$ cat src/design/pau_pkg.sv
`default_nettype none
package pau_pkg;

    // ------------------------------------------------------------
    // Bus widths
    // ------------------------------------------------------------
    localparam int ADDR_W = 5;
    localparam int DATA_W = 16;
    localparam int LS_W   = 6;

    // ------------------------------------------------------------
    // Register offsets
    // ------------------------------------------------------------
    localparam logic [ADDR_W-1:0] OFS_PARTNER   = 5'h05;
    localparam logic [ADDR_W-1:0] OFS_EXPANSION = 5'h06;
    localparam logic [ADDR_W-1:0] OFS_STD_LO    = 5'h08;
    localparam logic [ADDR_W-1:0] OFS_STD_HI    = 5'h0F;
    localparam logic [ADDR_W-1:0] OFS_UNIT_STAT = 5'h10;
    localparam logic [ADDR_W-1:0] OFS_SPECIAL   = 5'h11;

    // ------------------------------------------------------------
    // Field positions
    // ------------------------------------------------------------
    localparam int LPA_ACK    = 14;
    localparam int EXP_PDF    = 4;
    localparam int EXP_LP_NP  = 3;
    localparam int EXP_NP     = 2;
    localparam int EXP_PR     = 1;
    localparam int EXP_LP_AN  = 0;
    localparam int UST_RW_MSB = 15;
    localparam int UST_RW_LSB = 12;
    localparam int UST_CSDC   = 13;
    localparam int UST_TXFC   = 12;
    localparam int UST_INSYNC = 11;
    localparam int UST_PD100  = 10;
    localparam int UST_PD10   = 9;
    localparam int UST_POL    = 8;
    localparam int UST_SPEED  = 1;
    localparam int UST_DUPLEX = 0;
    localparam int SPC_SCR    = 15;
    localparam int SPC_ENC    = 14;
    localparam int SPC_HPAT   = 13;
    localparam int SPC_P34    = 12;
    localparam int SPC_GOOD   = 11;
    localparam int SPC_TXCS   = 9;
    localparam int SPC_DPD    = 8;
    localparam int SPC_ANLB   = 7;
    localparam int SPC_TRI    = 6;
    localparam int SPC_FILT   = 5;
    localparam int SPC_APOL   = 4;
    localparam int SPC_SQL    = 3;
    localparam int SPC_XSQL   = 2;
    localparam int SPC_LINK   = 1;
    localparam int SPC_JAB    = 0;

    // Line status vector: {insync, pd100, pd10, polarity, speed, duplex}
    localparam int LS_INSYNC  = 5;
    localparam int LS_PD100   = 4;
    localparam int LS_PD10    = 3;
    localparam int LS_POL     = 2;
    localparam int LS_SPEED   = 1;
    localparam int LS_DUPLEX  = 0;

    // ------------------------------------------------------------
    // Reset values
    // ------------------------------------------------------------
    localparam logic [DATA_W-1:0] RST_PARTNER   = 16'h0000;
    localparam logic [DATA_W-1:0] RST_SPECIAL   = 16'h0000;
    localparam logic [3:0]        RST_UST_RW    = 4'h0;
    localparam logic [LS_W-1:0]   RST_LINE_STAT = 6'h18;
    localparam logic [DATA_W-1:0] READ_ZERO     = 16'h0000;

endpackage : pau_pkg
`default_nettype wire

$ cat src/design/pau_sync.sv
`default_nettype none
module pau_sync #(
    parameter int                 W   = 1,
    parameter logic [W-1:0]       RST = '0
) (
    input  wire logic         sys_clk,
    input  wire logic         arst_n,
    input  wire logic         ce,
    input  wire logic [W-1:0] d,
    output var  logic [W-1:0] q
);

    // First stage is read by the second stage only
    logic [W-1:0] meta;

    always_ff @(posedge sys_clk or negedge arst_n) begin
        if (!arst_n) begin
            meta <= RST;
            q    <= RST;
        end else if (ce) begin
            meta <= d;
            q    <= meta;
        end
    end

endmodule : pau_sync
`default_nettype wire

$ cat src/design/pau_clr_on_read.sv
`default_nettype none
module pau_clr_on_read #(
    parameter int W = 1
) (
    input  wire logic         sys_clk,
    input  wire logic         arst_n,
    input  wire logic         ce,
    input  wire logic [W-1:0] set,
    input  wire logic         clr,
    output var  logic [W-1:0] q
);

    logic [W-1:0] next_q;

    // A set in the clearing cycle survives for the next read
    assign next_q = (clr ? '0 : q) | set;

    always_ff @(posedge sys_clk or negedge arst_n) begin
        if (!arst_n) begin
            q <= '0;
        end else if (ce) begin
            q <= next_q;
        end
    end

endmodule : pau_clr_on_read
`default_nettype wire

$ cat src/design/pau_regs.sv
// Functional notes
// - Partner page shown read-only in ability register
// - Acknowledge bit set after partner page received
// - Parallel detection fault latches, clears on read
// - Page received latches, clears on read
// - Expansion capability bits read-only, reset zero
// - Bit 13 enables carrier-sense disconnect
// - Bit 12 enables transmit flow control
// - Bit 11 shows deserializer in sync
// - Power-down bits for both units, reset one
// - Bit 8 shows reversed receive polarity
// - Bits 1:0 show negotiated speed, duplex
// - Scrambler and encoder bypass controls
// - Forced H and 34 transmit patterns
// - Special bit 11 forces 100M link good
// - Special bit 9 disables transmit carrier sense
// - Special bit 8 suppresses dynamic power-down
// - Special bit 7 selects negotiation loopback
// - Special bit 6 tristates line transmit drivers
// - Receive filter bypass, auto polarity disable
// - Squelch test disable, extended squelch enable
// - Link integrity disable, jabber disable
// - Registers 8 to 15 hold nothing
//
// Design decision made here: strobed register access.
`default_nettype none
module pau_regs
    import pau_pkg::*;
(
    input  wire logic              sys_clk,
    input  wire logic              arst_n,
    input  wire logic              ce,

    // Register port
    input  wire logic [ADDR_W-1:0] regAddr,
    input  wire logic [DATA_W-1:0] regWdata,
    input  wire logic              regWr,
    input  wire logic              regRd,
    output var  logic [DATA_W-1:0] regRdata,

    // Negotiation engine, same clock
    input  wire logic              anRestart,
    input  wire logic              pageRcvd,
    input  wire logic [DATA_W-1:0] pageWord,
    input  wire logic              parDetFault,
    input  wire logic              partnerAnAble,
    input  wire logic              partnerNpAble,
    input  wire logic              localNpAble,

    // Line status, from outside this clock
    input  wire logic              rxDeserInSync,
    input  wire logic              pwrDown100,
    input  wire logic              pwrDown10,
    input  wire logic              polarityRev,
    input  wire logic              anSpeed100,
    input  wire logic              anFullDuplex,

    // Controls toward the transceiver
    output logic                   csDisconnectEn,
    output logic                   txFlowCtrlEn,
    output logic                   scramblerBypass,
    output logic                   encBypass,
    output logic                   forceHPattern,
    output logic                   force34Pattern,
    output logic                   forceLinkGood,
    output logic                   txCarrierSenseDis,
    output logic                   dynPwrDownDis,
    output logic                   anLoopback,
    output logic                   lineTxTristate,
    output logic                   rxFilterBypass,
    output logic                   autoPolarityDis,
    output logic                   squelchTestDis,
    output logic                   extSquelchEn,
    output logic                   linkIntegrityDis,
    output logic                   jabberDis
);

    // ------------------------------------------------------------
    // Address decode
    // ------------------------------------------------------------
    function automatic logic isAt(
        input logic [ADDR_W-1:0] a,
        input logic [ADDR_W-1:0] ofs
    );
        return a == ofs;
    endfunction : isAt

    logic wrUnit;
    logic wrSpecial;
    logic rdExpansion;
    logic inStdBlock;

    assign wrUnit      = regWr && isAt(regAddr, OFS_UNIT_STAT);
    assign wrSpecial   = regWr && isAt(regAddr, OFS_SPECIAL);
    assign rdExpansion = regRd && isAt(regAddr, OFS_EXPANSION);
    // Reserved standard block: decoded only so it reads as zero
    assign inStdBlock  = (regAddr >= OFS_STD_LO) &&
                         (regAddr <= OFS_STD_HI);

    // ------------------------------------------------------------
    // Line status synchroniser
    // ------------------------------------------------------------
    logic [LS_W-1:0] lineRaw;
    logic [LS_W-1:0] lineStat;

    assign lineRaw = {rxDeserInSync, pwrDown100, pwrDown10,
                      polarityRev, anSpeed100, anFullDuplex};

    // Power-down bits come out of reset as one
    pau_sync #(
        .W   (LS_W),
        .RST (RST_LINE_STAT)
    ) u_line_sync (
        .sys_clk (sys_clk),
        .arst_n  (arst_n),
        .ce      (ce),
        .d       (lineRaw),
        .q       (lineStat)
    );

    // ------------------------------------------------------------
    // Partner ability
    // ------------------------------------------------------------
    logic [DATA_W-1:0] partner;
    logic [DATA_W-1:0] next_partner;
    logic [DATA_W-1:0] pageAcked;

    // Acknowledge is ours, not the partner's: force it on capture
    always_comb begin
        pageAcked          = pageWord;
        pageAcked[LPA_ACK] = 1'b1;
    end

    // A restart forgets the old partner so stale data never shows
    assign next_partner = anRestart ? RST_PARTNER :
                          pageRcvd  ? pageAcked   : partner;

    always_ff @(posedge sys_clk or negedge arst_n) begin
        if (!arst_n) begin
            partner <= RST_PARTNER;
        end else if (ce) begin
            partner <= next_partner;
        end
    end

    // ------------------------------------------------------------
    // Expansion register
    // ------------------------------------------------------------
    logic [1:0] evtSet;
    logic [1:0] evtLatch;
    logic       lpNpAble;
    logic       npAble;
    logic       lpAnAble;

    assign evtSet = {parDetFault, pageRcvd};

    // Clear follows the read; the read word already holds the value
    pau_clr_on_read #(
        .W (2)
    ) u_events (
        .sys_clk (sys_clk),
        .arst_n  (arst_n),
        .ce      (ce),
        .set     (evtSet),
        .clr     (rdExpansion),
        .q       (evtLatch)
    );

    always_ff @(posedge sys_clk or negedge arst_n) begin
        if (!arst_n) begin
            lpNpAble <= 1'b0;
            npAble   <= 1'b0;
            lpAnAble <= 1'b0;
        end else if (ce) begin
            lpNpAble <= partnerNpAble;
            npAble   <= localNpAble;
            lpAnAble <= partnerAnAble;
        end
    end

    logic [DATA_W-1:0] expWord;

    always_comb begin
        expWord            = READ_ZERO;
        expWord[EXP_PDF]   = evtLatch[1];
        expWord[EXP_LP_NP] = lpNpAble;
        expWord[EXP_NP]    = npAble;
        expWord[EXP_PR]    = evtLatch[0];
        expWord[EXP_LP_AN] = lpAnAble;
    end

    // ------------------------------------------------------------
    // Unit status and control
    // ------------------------------------------------------------
    logic [UST_RW_MSB-UST_RW_LSB:0] unitCtrl;
    logic [DATA_W-1:0]              unitWord;

    // Upper reserved bits are writable and read back as written
    always_ff @(posedge sys_clk or negedge arst_n) begin
        if (!arst_n) begin
            unitCtrl <= RST_UST_RW;
        end else if (ce && wrUnit) begin
            unitCtrl <= regWdata[UST_RW_MSB:UST_RW_LSB];
        end
    end

    always_comb begin
        unitWord                        = READ_ZERO;
        unitWord[UST_RW_MSB:UST_RW_LSB] = unitCtrl;
        unitWord[UST_INSYNC] = lineStat[LS_INSYNC];
        unitWord[UST_PD100]  = lineStat[LS_PD100];
        unitWord[UST_PD10]   = lineStat[LS_PD10];
        unitWord[UST_POL]    = lineStat[LS_POL];
        unitWord[UST_SPEED]  = lineStat[LS_SPEED];
        unitWord[UST_DUPLEX] = lineStat[LS_DUPLEX];
    end

    assign csDisconnectEn = unitCtrl[UST_CSDC-UST_RW_LSB];
    assign txFlowCtrlEn   = unitCtrl[UST_TXFC-UST_RW_LSB];

    // ------------------------------------------------------------
    // Special control
    // ------------------------------------------------------------
    logic [DATA_W-1:0] special;

    always_ff @(posedge sys_clk or negedge arst_n) begin
        if (!arst_n) begin
            special <= RST_SPECIAL;
        end else if (ce && wrSpecial) begin
            special <= regWdata;
        end
    end

    assign scramblerBypass   = special[SPC_SCR];
    assign encBypass         = special[SPC_ENC];
    assign forceHPattern     = special[SPC_HPAT];
    assign force34Pattern    = special[SPC_P34];
    assign forceLinkGood     = special[SPC_GOOD];
    assign txCarrierSenseDis = special[SPC_TXCS];
    assign dynPwrDownDis     = special[SPC_DPD];
    assign anLoopback        = special[SPC_ANLB];
    assign lineTxTristate    = special[SPC_TRI];
    assign rxFilterBypass    = special[SPC_FILT];
    assign autoPolarityDis   = special[SPC_APOL];
    assign squelchTestDis    = special[SPC_SQL];
    assign extSquelchEn      = special[SPC_XSQL];
    assign linkIntegrityDis  = special[SPC_LINK];
    assign jabberDis         = special[SPC_JAB];

    // ------------------------------------------------------------
    // Read path
    // ------------------------------------------------------------
    logic [DATA_W-1:0] readMux;
    logic [DATA_W-1:0] next_rdata;

    // Unmapped and reserved offsets read zero; writes there vanish
    assign readMux =
        isAt(regAddr, OFS_PARTNER)   ? partner  :
        isAt(regAddr, OFS_EXPANSION) ? expWord  :
        isAt(regAddr, OFS_UNIT_STAT) ? unitWord :
        isAt(regAddr, OFS_SPECIAL)   ? special  :
        inStdBlock                   ? READ_ZERO : READ_ZERO;

    // Data stand for the one cycle after the strobe only
    assign next_rdata = regRd ? readMux : READ_ZERO;

    always_ff @(posedge sys_clk or negedge arst_n) begin
        if (!arst_n) begin
            regRdata <= READ_ZERO;
        end else if (ce) begin
            regRdata <= next_rdata;
        end
    end

endmodule : pau_regs
`default_nettype wire

$ cat config.mk
export PLATFORM = sky130hd
export DESIGN_NAME = pau_regs
export DESIGN_NICKNAME = d
export VERILOG_FILES = /design/src/design/pau_pkg.sv /design/src/design/pau_sync.sv /design/src/design/pau_clr_on_read.sv /design/src/design/pau_regs.sv
export SDC_FILE = /design/constraint.sdc
export NUM_CORES = 1
export LEC_CHECK = 0
export BUFFER_PORTS_ARGS = -buffer_cell sky130_fd_sc_hd__buf_2
export CORE_MARGIN = 2
export CORE_UTILIZATION = 45
export CTS_CLUSTER_SIZE = 40
export DETAILED_ROUTE_END_ITERATION = 6
export PLACE_DENSITY_LB_ADDON = 0.15
export RECOVER_POWER = 50
export SYNTH_ARGS = -nofsm -noshare
export SYNTH_HDL_FRONTEND = slang
export SYNTH_HIERARCHICAL = 1
export SYNTH_SLANG_ARGS = --single-unit
$ cat constraint.sdc
create_clock -name sys_clk -period 3.3 [get_ports sys_clk]
set_clock_uncertainty 0.05 [all_clocks]
set_input_delay 0 -clock sys_clk [delete_from_list [all_inputs] [get_ports sys_clk]]
set_output_delay 0 -clock sys_clk [all_outputs]
set_load 0.005 [all_outputs]
; ---- After elaboration in Yosys (flattened, before gate mapping)
; Index checks and enable logic that the tools add are counted.
[totals]
wordCells = 30
output_inout_bits = 33
ff_bits = 69
[classes]
muxes = 8
bitwise_logic = 1
eq_ne = 4
reduce_logical = 7
[op_table]
columns = cell, count
row1 = 2-to-1 mux 16 bit, 7
row2 = "equality test 5 x 3 -> 1 bit, second input constant", 2
row3 = "equality test 5 bit, second input constant", 2
row4 = logical AND 1 bit, 5
row5 = 2-to-1 mux 2 bit, 1
row6 = bitwise OR 2 bit, 1
row7 = AND reduction 2 bit, 1
row8 = nonzero test 2 bit, 1

; ---- Logic depth before layout (Yosys ltp)
; Gate-level depths: netlist of run 1.
[logic_depth]
ltp_word = 6
ltp_mapped = 6

; ---- By module
; Netlist of run 1, hierarchy kept.
[by_module_without_submodules]
columns = mod, seq_area_each_um2, n_inst, area_each_um2, cells_per_inst
row1 = pau_regs, 1376.3, 1, 2468.6, 211
row2 = pau_sync, 305.3, 1, 489.2, 25
row3 = pau_clr_on_read, 50.0, 1, 71.3, 5

; ---- Worst setup path before layout of run 1
; OpenSTA, ideal clock, no wires.
[synth_timing]
kind = in2reg
start = input port regAddr[3]
end = register special[10]
path_slack_ps = 1808
t_arrival_ps = 1314
setup_ps = 127
path_stages = 6
required_time_ps = 3123
path_cell_list = or3b_4 > nor2_4 > and3_1 > buf_4 > buf_8 > mux2_1
[synth_via]
elab_chain_cells = 3
[synth_rtl]
columns = element, line
row1 = start: declaration, pau_regs.sv:35  ; input wire logic [ADDR_W-1:0] regAddr,
row2 = equality test 5 bit, pau_regs.sv:85  ; return a == ofs;
row3 = logical AND 1 bit, pau_regs.sv:94  ; assign wrSpecial = regWr && isAt(regAddr, OFS_SPECIAL);
row4 = logical AND 1 bit, pau_regs.sv:229  ; end else if (ce && wrSpecial) begin
row5 = end signal: assignment, pau_regs.sv:230  ; special <= regWdata;
row6 = end: declaration, pau_regs.sv:224  ; logic [DATA_W-1:0] special;
; Every way passes these cells.
; A chain may end at the register's enable or synchronous reset.

; ---- Worst setup path in the final report of run 1
[layout_timing]
start = input port regAddr[3]
end = register special[0]
; The elaborated chain is that of the path after synthesis.

==> flow_summary.ini, run 1 <==
[run_status]
outcome = completed

[timing]
tightest_slew_ns = 1.01
grt_setup_unrepaired = false
fin_crit_sh_pct = 57.4
min_period_ns = 1.89
final.setup.tns_ns = 0
setup_ws_ns = 1.41
setup_viol = 0
fmax_mhz = 528
hold_viol_final = 0
drv_slew = 0
max_slew_margin_pct = 32.5

[clocking]
cts_root_buf = clkbuf_8
clk_pin_slew_worst_paths_ns = 0.07
worstSkewPairLatency_ns = 0.33
cts_htree_levels = 3
cts_tree = yes
cts_sinks = 69
ctsLongestPathBuffers = 2
post_cts_buffers = 0
cts_made_buffers = 9
ctsHoldBuffers = 43
cts_resized = 0

[worst_setup_path]
cp_slowest_cell = and3_1
critPathCaptureType = flip-flop
path_delay_family = simple AND/OR/NAND/NOR gates
path_class = in2reg
crit_buf_inv = 1
cp-start-kind = input port
r2r-end = regRdata[0]
rr_worst_depth = 4
critPathMaxFanout = 16
path_cells = buf_2 > or3b_4 > nor2_4 > and3_1 > mux2_2
worstReg2RegStart = u_line_sync/q[0]
arrival_ns = 2.06
r2r_slack_ns = 1.99
max_stage_delay_ns = 0.73
cp.required_ns = 3.46

[final_layout]
multi_input_area_mm2 = 0.00118
seqCellArea_mm2 = 0.00173
drive_gt1_share_pct = 30.7
stdcell_count = 452
final_area_mm2 = 0.00408
area_growth_pct = 34.6
n_fill_cell = 545
n_antenna_cell = 0
fin_nets = 424

[floorplan]
dieWidth_um = 86.0
core_area_mm2 = 0.00642
initial_core_util_pct = 47.2
ios = 87
die_h_um = 86.0
dieArea_mm2 = 0.00740
placementRows = 29

[global_routing]
antenna_found_initial = 0
grt_pass1_vias = 2292
grt-ovfl-total = 0
track_usage_pct = 19.7
grt_first_pass_wirelength_um = 11300
grt_start_max_net_pins = 45

[hold_path]
min_to = partner[14]
hold_class = in2reg
hold_depth = 2
hold_start = anRestart

[placement]
dp_hpwl_um = 4690
placed_cells = 393
preCtsSetupSlack_ns = 1.02
dpl_cell_area_mm2 = 0.00350
port_buffers = 85
finalWeightedCongestion = 0.803

[synthesis]
synth_compound_area_share_pct = 15.5
yosysSeqAreaShare_pct = 57.2
synthMuxAreaShare_pct = 14.3
yosys.area_share.simple_pct = 10.4
synth_fa_ha_area_share_pct = 0
yosysTopAreaCellShare_pct = 53.7
postSynthAreaPerCell_um2 = 12.6
ys_seq_elements = 69
syn-num-nets = 295
async_flop_share_pct = 100
ys_warn_count = 6
yosysTopAreaCell = dfrtp_1
synth_top_family_by_area = compound AO/OA/AOI/OAI gates
ys_top_cells_by_area = dfrtp_1 54%, mux2_2 5.6%, mux2_4 5.0%
synth_cell_type_count = 36
synth_edf_count = 0
synth_area_mm2 = 0.00303
synth_xor_area_share_pct = 0
ys.flop_type = dfrtp_1
synth_cells = 241

[run]
maxCapViolCount = 0

[route]
drc = 0
avgViaCountPerCell = 5.15
wire_per_inst_um = 15.2
first_pass_iters = 4
drtIter0Drc = 89
wl_um = 6880
dr_total_vias = 2328
ant_nets = 0

[pwr]
p_per_area_mw_per_mm2 = 461
p_leak_nw = 1.88
power.total_mw = 1.88
ir_drop_mv = 0.257
cell families after synthesis:
| group | after synthesis |
|---|---|
| AOI/OAI and AO/OA | 69 |
| buffers and inverters | 15 |
| DFF | 69 |
| muxes | 35 |
| and+or+nand+nor | 53 |
layout by cell type, fill, tap and decap left out, types with 2 or more instances in the layout:
cell           count
a211oi_1           4
a21oi_1            3
a22o_1             2
a22oi_1           11
a2bb2oi_1          3
a32oi_1            8
buf_2             74
buf_4              3
clkbuf_1          13
clkbuf_8          10
clkinv_2           2
dfrtp_1           65
dfstp_1            2
dfstp_2            2
dlygate4sd3_1     43
mux2_1            19
mux2_2            15
nand2_1           20
nand2b_1          17
nand3b_1           2
nor2_1             2
nor2b_1            2
o21ai_0           27
o221ai_1           2
o2bb2ai_1          8
area by class of cell:
class                           instances  share of cell area [%]
Timing Repair Buffer                  131                    21.2
Clock buffer                           12                    3.56
Inverter                                2                   0.184
Tap cell                               77                    2.36
Clock inverter                          4                    1.17
Sequential cell                        69                    42.5
Multi-Input combinational cell        157                    29.1
layer usage:
metal / vias up / wire (µm) / GRT usage, %
met5: - / 0 / 0
met4: 0 / 97 / 7.36
met3: 9 / 264 / 3.37
met2: 54 / 3070 / 29.8
met1: 1117 / 3450 / 28.5
li1: 1148 / - / -
state kept, by name (all words and copies together), names as in the netlist:
register / cells
unitCtrl: 4
regRdata: 16
lpAnAble: 1
u_line_sync/meta: 6
special: 16
u_line_sync/q: 6
lpNpAble: 1
npAble: 1
u_events/q: 2
partner: 16
worst register-to-register path: cells and delay by family (launching register included):
family | cells | cell delay, ns
flip-flops | 1 | 0.35
AND/OR/NAND/NOR | 1 | 0.39
AO/OA/AOI/OAI | 3 | 0.44
synthesized netlist by cell type (all sizes together) (4+ instances only):
library cell and n:
dfrtp 65, buf 6, a211oi 4, o21ai 28, nand2b 17, mux2 35
dfstp 4, clkbuf 7, nand2 20, a32oi 8, a22oi 11, o2bb2ai 8
worst max path at each step:
stage | start | end | slack, ns | cells past startpoint
after global routing | regAddr[3] | special[4] | 1.23 | 5
after detailed placement | regAddr[3] | special[0] | 1.02 | 5
final | regAddr[3] | special[0] | 1.41 | 5
after floorplan | regAddr[3] | special[10] | 1.81 | 6
after global placement | regAddr[3] | special[3] | 1.05 | 5
after CTS | regAddr[3] | special[0] | 1.37 | 5
metrics by stage:
step,util (%),hold WS (ns)
after floorplan,-,-0.346
after global placement,54.5,0.152
after detailed placement,54.5,0.150
after CTS,64.2,0.00479
after global routing,63.5,0.0440
final,63.5,0.00426
where the power goes:
group,internal [mW],total (mW),switching [mW]
Clock,0.368,0.662,0.294
Combinational,0.135,0.242,0.107
Sequential,0.927,0.977,0.0500
(Power assumes the default switching activity.)
==> run 2, diff against run 1 <==
==> constraint.sdc (replaced) <==
create_clock -name sys_clk -period 1.76 [get_ports sys_clk]
set_clock_uncertainty 0.05 [all_clocks]
set_input_delay 0 -clock sys_clk [delete_from_list [all_inputs] [get_ports sys_clk]]
set_output_delay 0 -clock sys_clk [all_outputs]
set_load 0.005 [all_outputs]
==> flow_summary.ini, run 2 (synthesis gave the netlist of run 1 again) <==
[floorplan]
placementRows = 29
core_area_mm2 = 0.00642
initial_core_util_pct = 47.2
dieArea_mm2 = 0.00740
die_h_um = 86.0
ios = 87
dieWidth_um = 86.0

[run_status]
outcome = completed

[global_routing]
antenna_found_initial = 0
grt_first_pass_wirelength_um = 11200
grt-ovfl-total = 0
grt_start_max_net_pins = 70
track_usage_pct = 20.0
grt_pass1_vias = 2315

[clocking]
clk_pin_slew_worst_paths_ns = 0.08
cts_htree_levels = 3
cts_sinks = 69
cts_made_buffers = 9
cts_resized = 0
worstSkewPairLatency_ns = 0.34
cts_root_buf = clkbuf_8
ctsLongestPathBuffers = 2
cts_tree = yes

[worst_setup_path]
cp_slowest_cell = or4bb_1
worstReg2RegStart = u_line_sync/q[0]
critPathMaxFanout = 2
crit_buf_inv = 0
path_delay_family = compound AO/OA/AOI/OAI gates
r2r-end = regRdata[0]
r2r_slack_ns = 0.45
path_class = reg2reg
cp-start-kind = flip-flop
critPathCaptureType = flip-flop
timing.critical_path.mode_cell = a211oi_1
max_stage_delay_ns = 0.39
path_cells = or4bb_1 > a211oi_1 > a211oi_1 > o2bb2ai_1
rr_worst_depth = 4
arrival_ns = 1.51
cp.required_ns = 1.96

[final_layout]
mostFrequentLayoutCell = buf_2
fin_nets = 432
layout_common_cells = 84 x buf_2, 65 x dfrtp_1, 43 x dlygate4sd3_1
drive_gt1_share_pct = 35.5
area_growth_pct = 37.8
n_fill_cell = 518
top_regs = partner (16), regRdata (16), special (16)
stdcell_count = 460
n_antenna_cell = 0

[pwr]
power.total_mw = 3.57
p_per_area_mw_per_mm2 = 856
ir_drop_mv = 0.483
p_leak_nw = 1.96

[placement]
port_buffers = 85
placed_cells = 401
dp_hpwl_um = 4920
finalWeightedCongestion = 0.874

[route]
drtIter0Drc = 97
dr_total_vias = 2370
drc = 0
ant_nets = 0
wire_per_inst_um = 15.2
wl_um = 6990
first_pass_iters = 4
avgViaCountPerCell = 5.15

[timing]
min_period_ns = 1.31
drv_slew = 0
tightest_slew_ns = 0.912
hold_viol_final = 0
final.setup.tns_ns = 0
fin_crit_sh_pct = 74.2
grt_setup_unrepaired = false
hold_slack_ns = 0.0423
max_slew_margin_pct = 39.2
setup_viol = 0
fmax_mhz = 766

[hold_path]
hold_class = in2reg
hold_depth = 3
min_to = partner[14]
hold_start = anRestart

[run]
maxCapViolCount = 0
## run 2: cell count changes in the layout (fill, tap and decap cells not counted), sizes merged
cell      change
clkinvlp      +2
buf          +17
clkbuf       -11
## run 2: power by group
part | leakage, nW | internal (mW) | total [mW] | switching, mW
clock network | 0.0943 | 0.687 | 1.27 | 0.585
registers | 0.884 | 1.74 | 1.83 | 0.0944
logic | 0.985 | 0.267 | 0.469 | 0.202
total | 1.96 | 2.69 | 3.57 | 0.882
## run 2: area by class of cell
cell class              instances  area [µm²]  share of cell area, %
clock buffers                  10         138                   3.30
clock inverters                 6        62.6                   1.50
inverters                       2        7.51                  0.180
multi-input cells             157        1190                   28.5
flip-flops and latches         69        1730                   41.5
well taps                      77        96.3                   2.31
repair buffers                139         950                   22.8
## run 2: what timing repair did
action,CTS,global route
endpoints found under the hold margin,115,0
buffers inserted,0,0
hold buffers,43,0
## run 2: per-stage QoR
stage	setup WS [ns]	instance area [µm²]	utilization (%)
floorplan	0.268	3030	-
global placement	0.211	3590	55.9
detailed placement	0.175	3590	55.9
CTS	0.427	4220	65.7
global route	0.331	4170	65.0
finish	0.454	4170	65.0
## run 2: worst max-delay path by stage
stage / startpoint / to / slack (ns) / cells past startpoint
final: u_line_sync/q[0] / regRdata[0] / 0.45 / 4
after global routing: u_line_sync/q[0] / regRdata[0] / 0.33 / 4
after CTS: u_line_sync/q[0] / regRdata[0] / 0.43 / 4
after detailed placement: regAddr[3] / special[0] / 0.18 / 6
after global placement: regAddr[3] / special[15] / 0.21 / 6
after floorplan: regAddr[3] / special[10] / 0.27 / 6
## run 2: metal layers
metal  vias up  GRT usage [%]  routed length [µm]
li1       1164              -                   -
met1      1125           28.0                3480
met2        71           30.4                3080
met3        10           3.75                 313
met4         0           9.09                 106
met5         -              0                   0
## run 2: tightest hold or removal path: cells and delay by family
kind                   cells  cell delay, ns
AO/OA/AOI/OAI              1            0.10
buffers and inverters      2            0.29
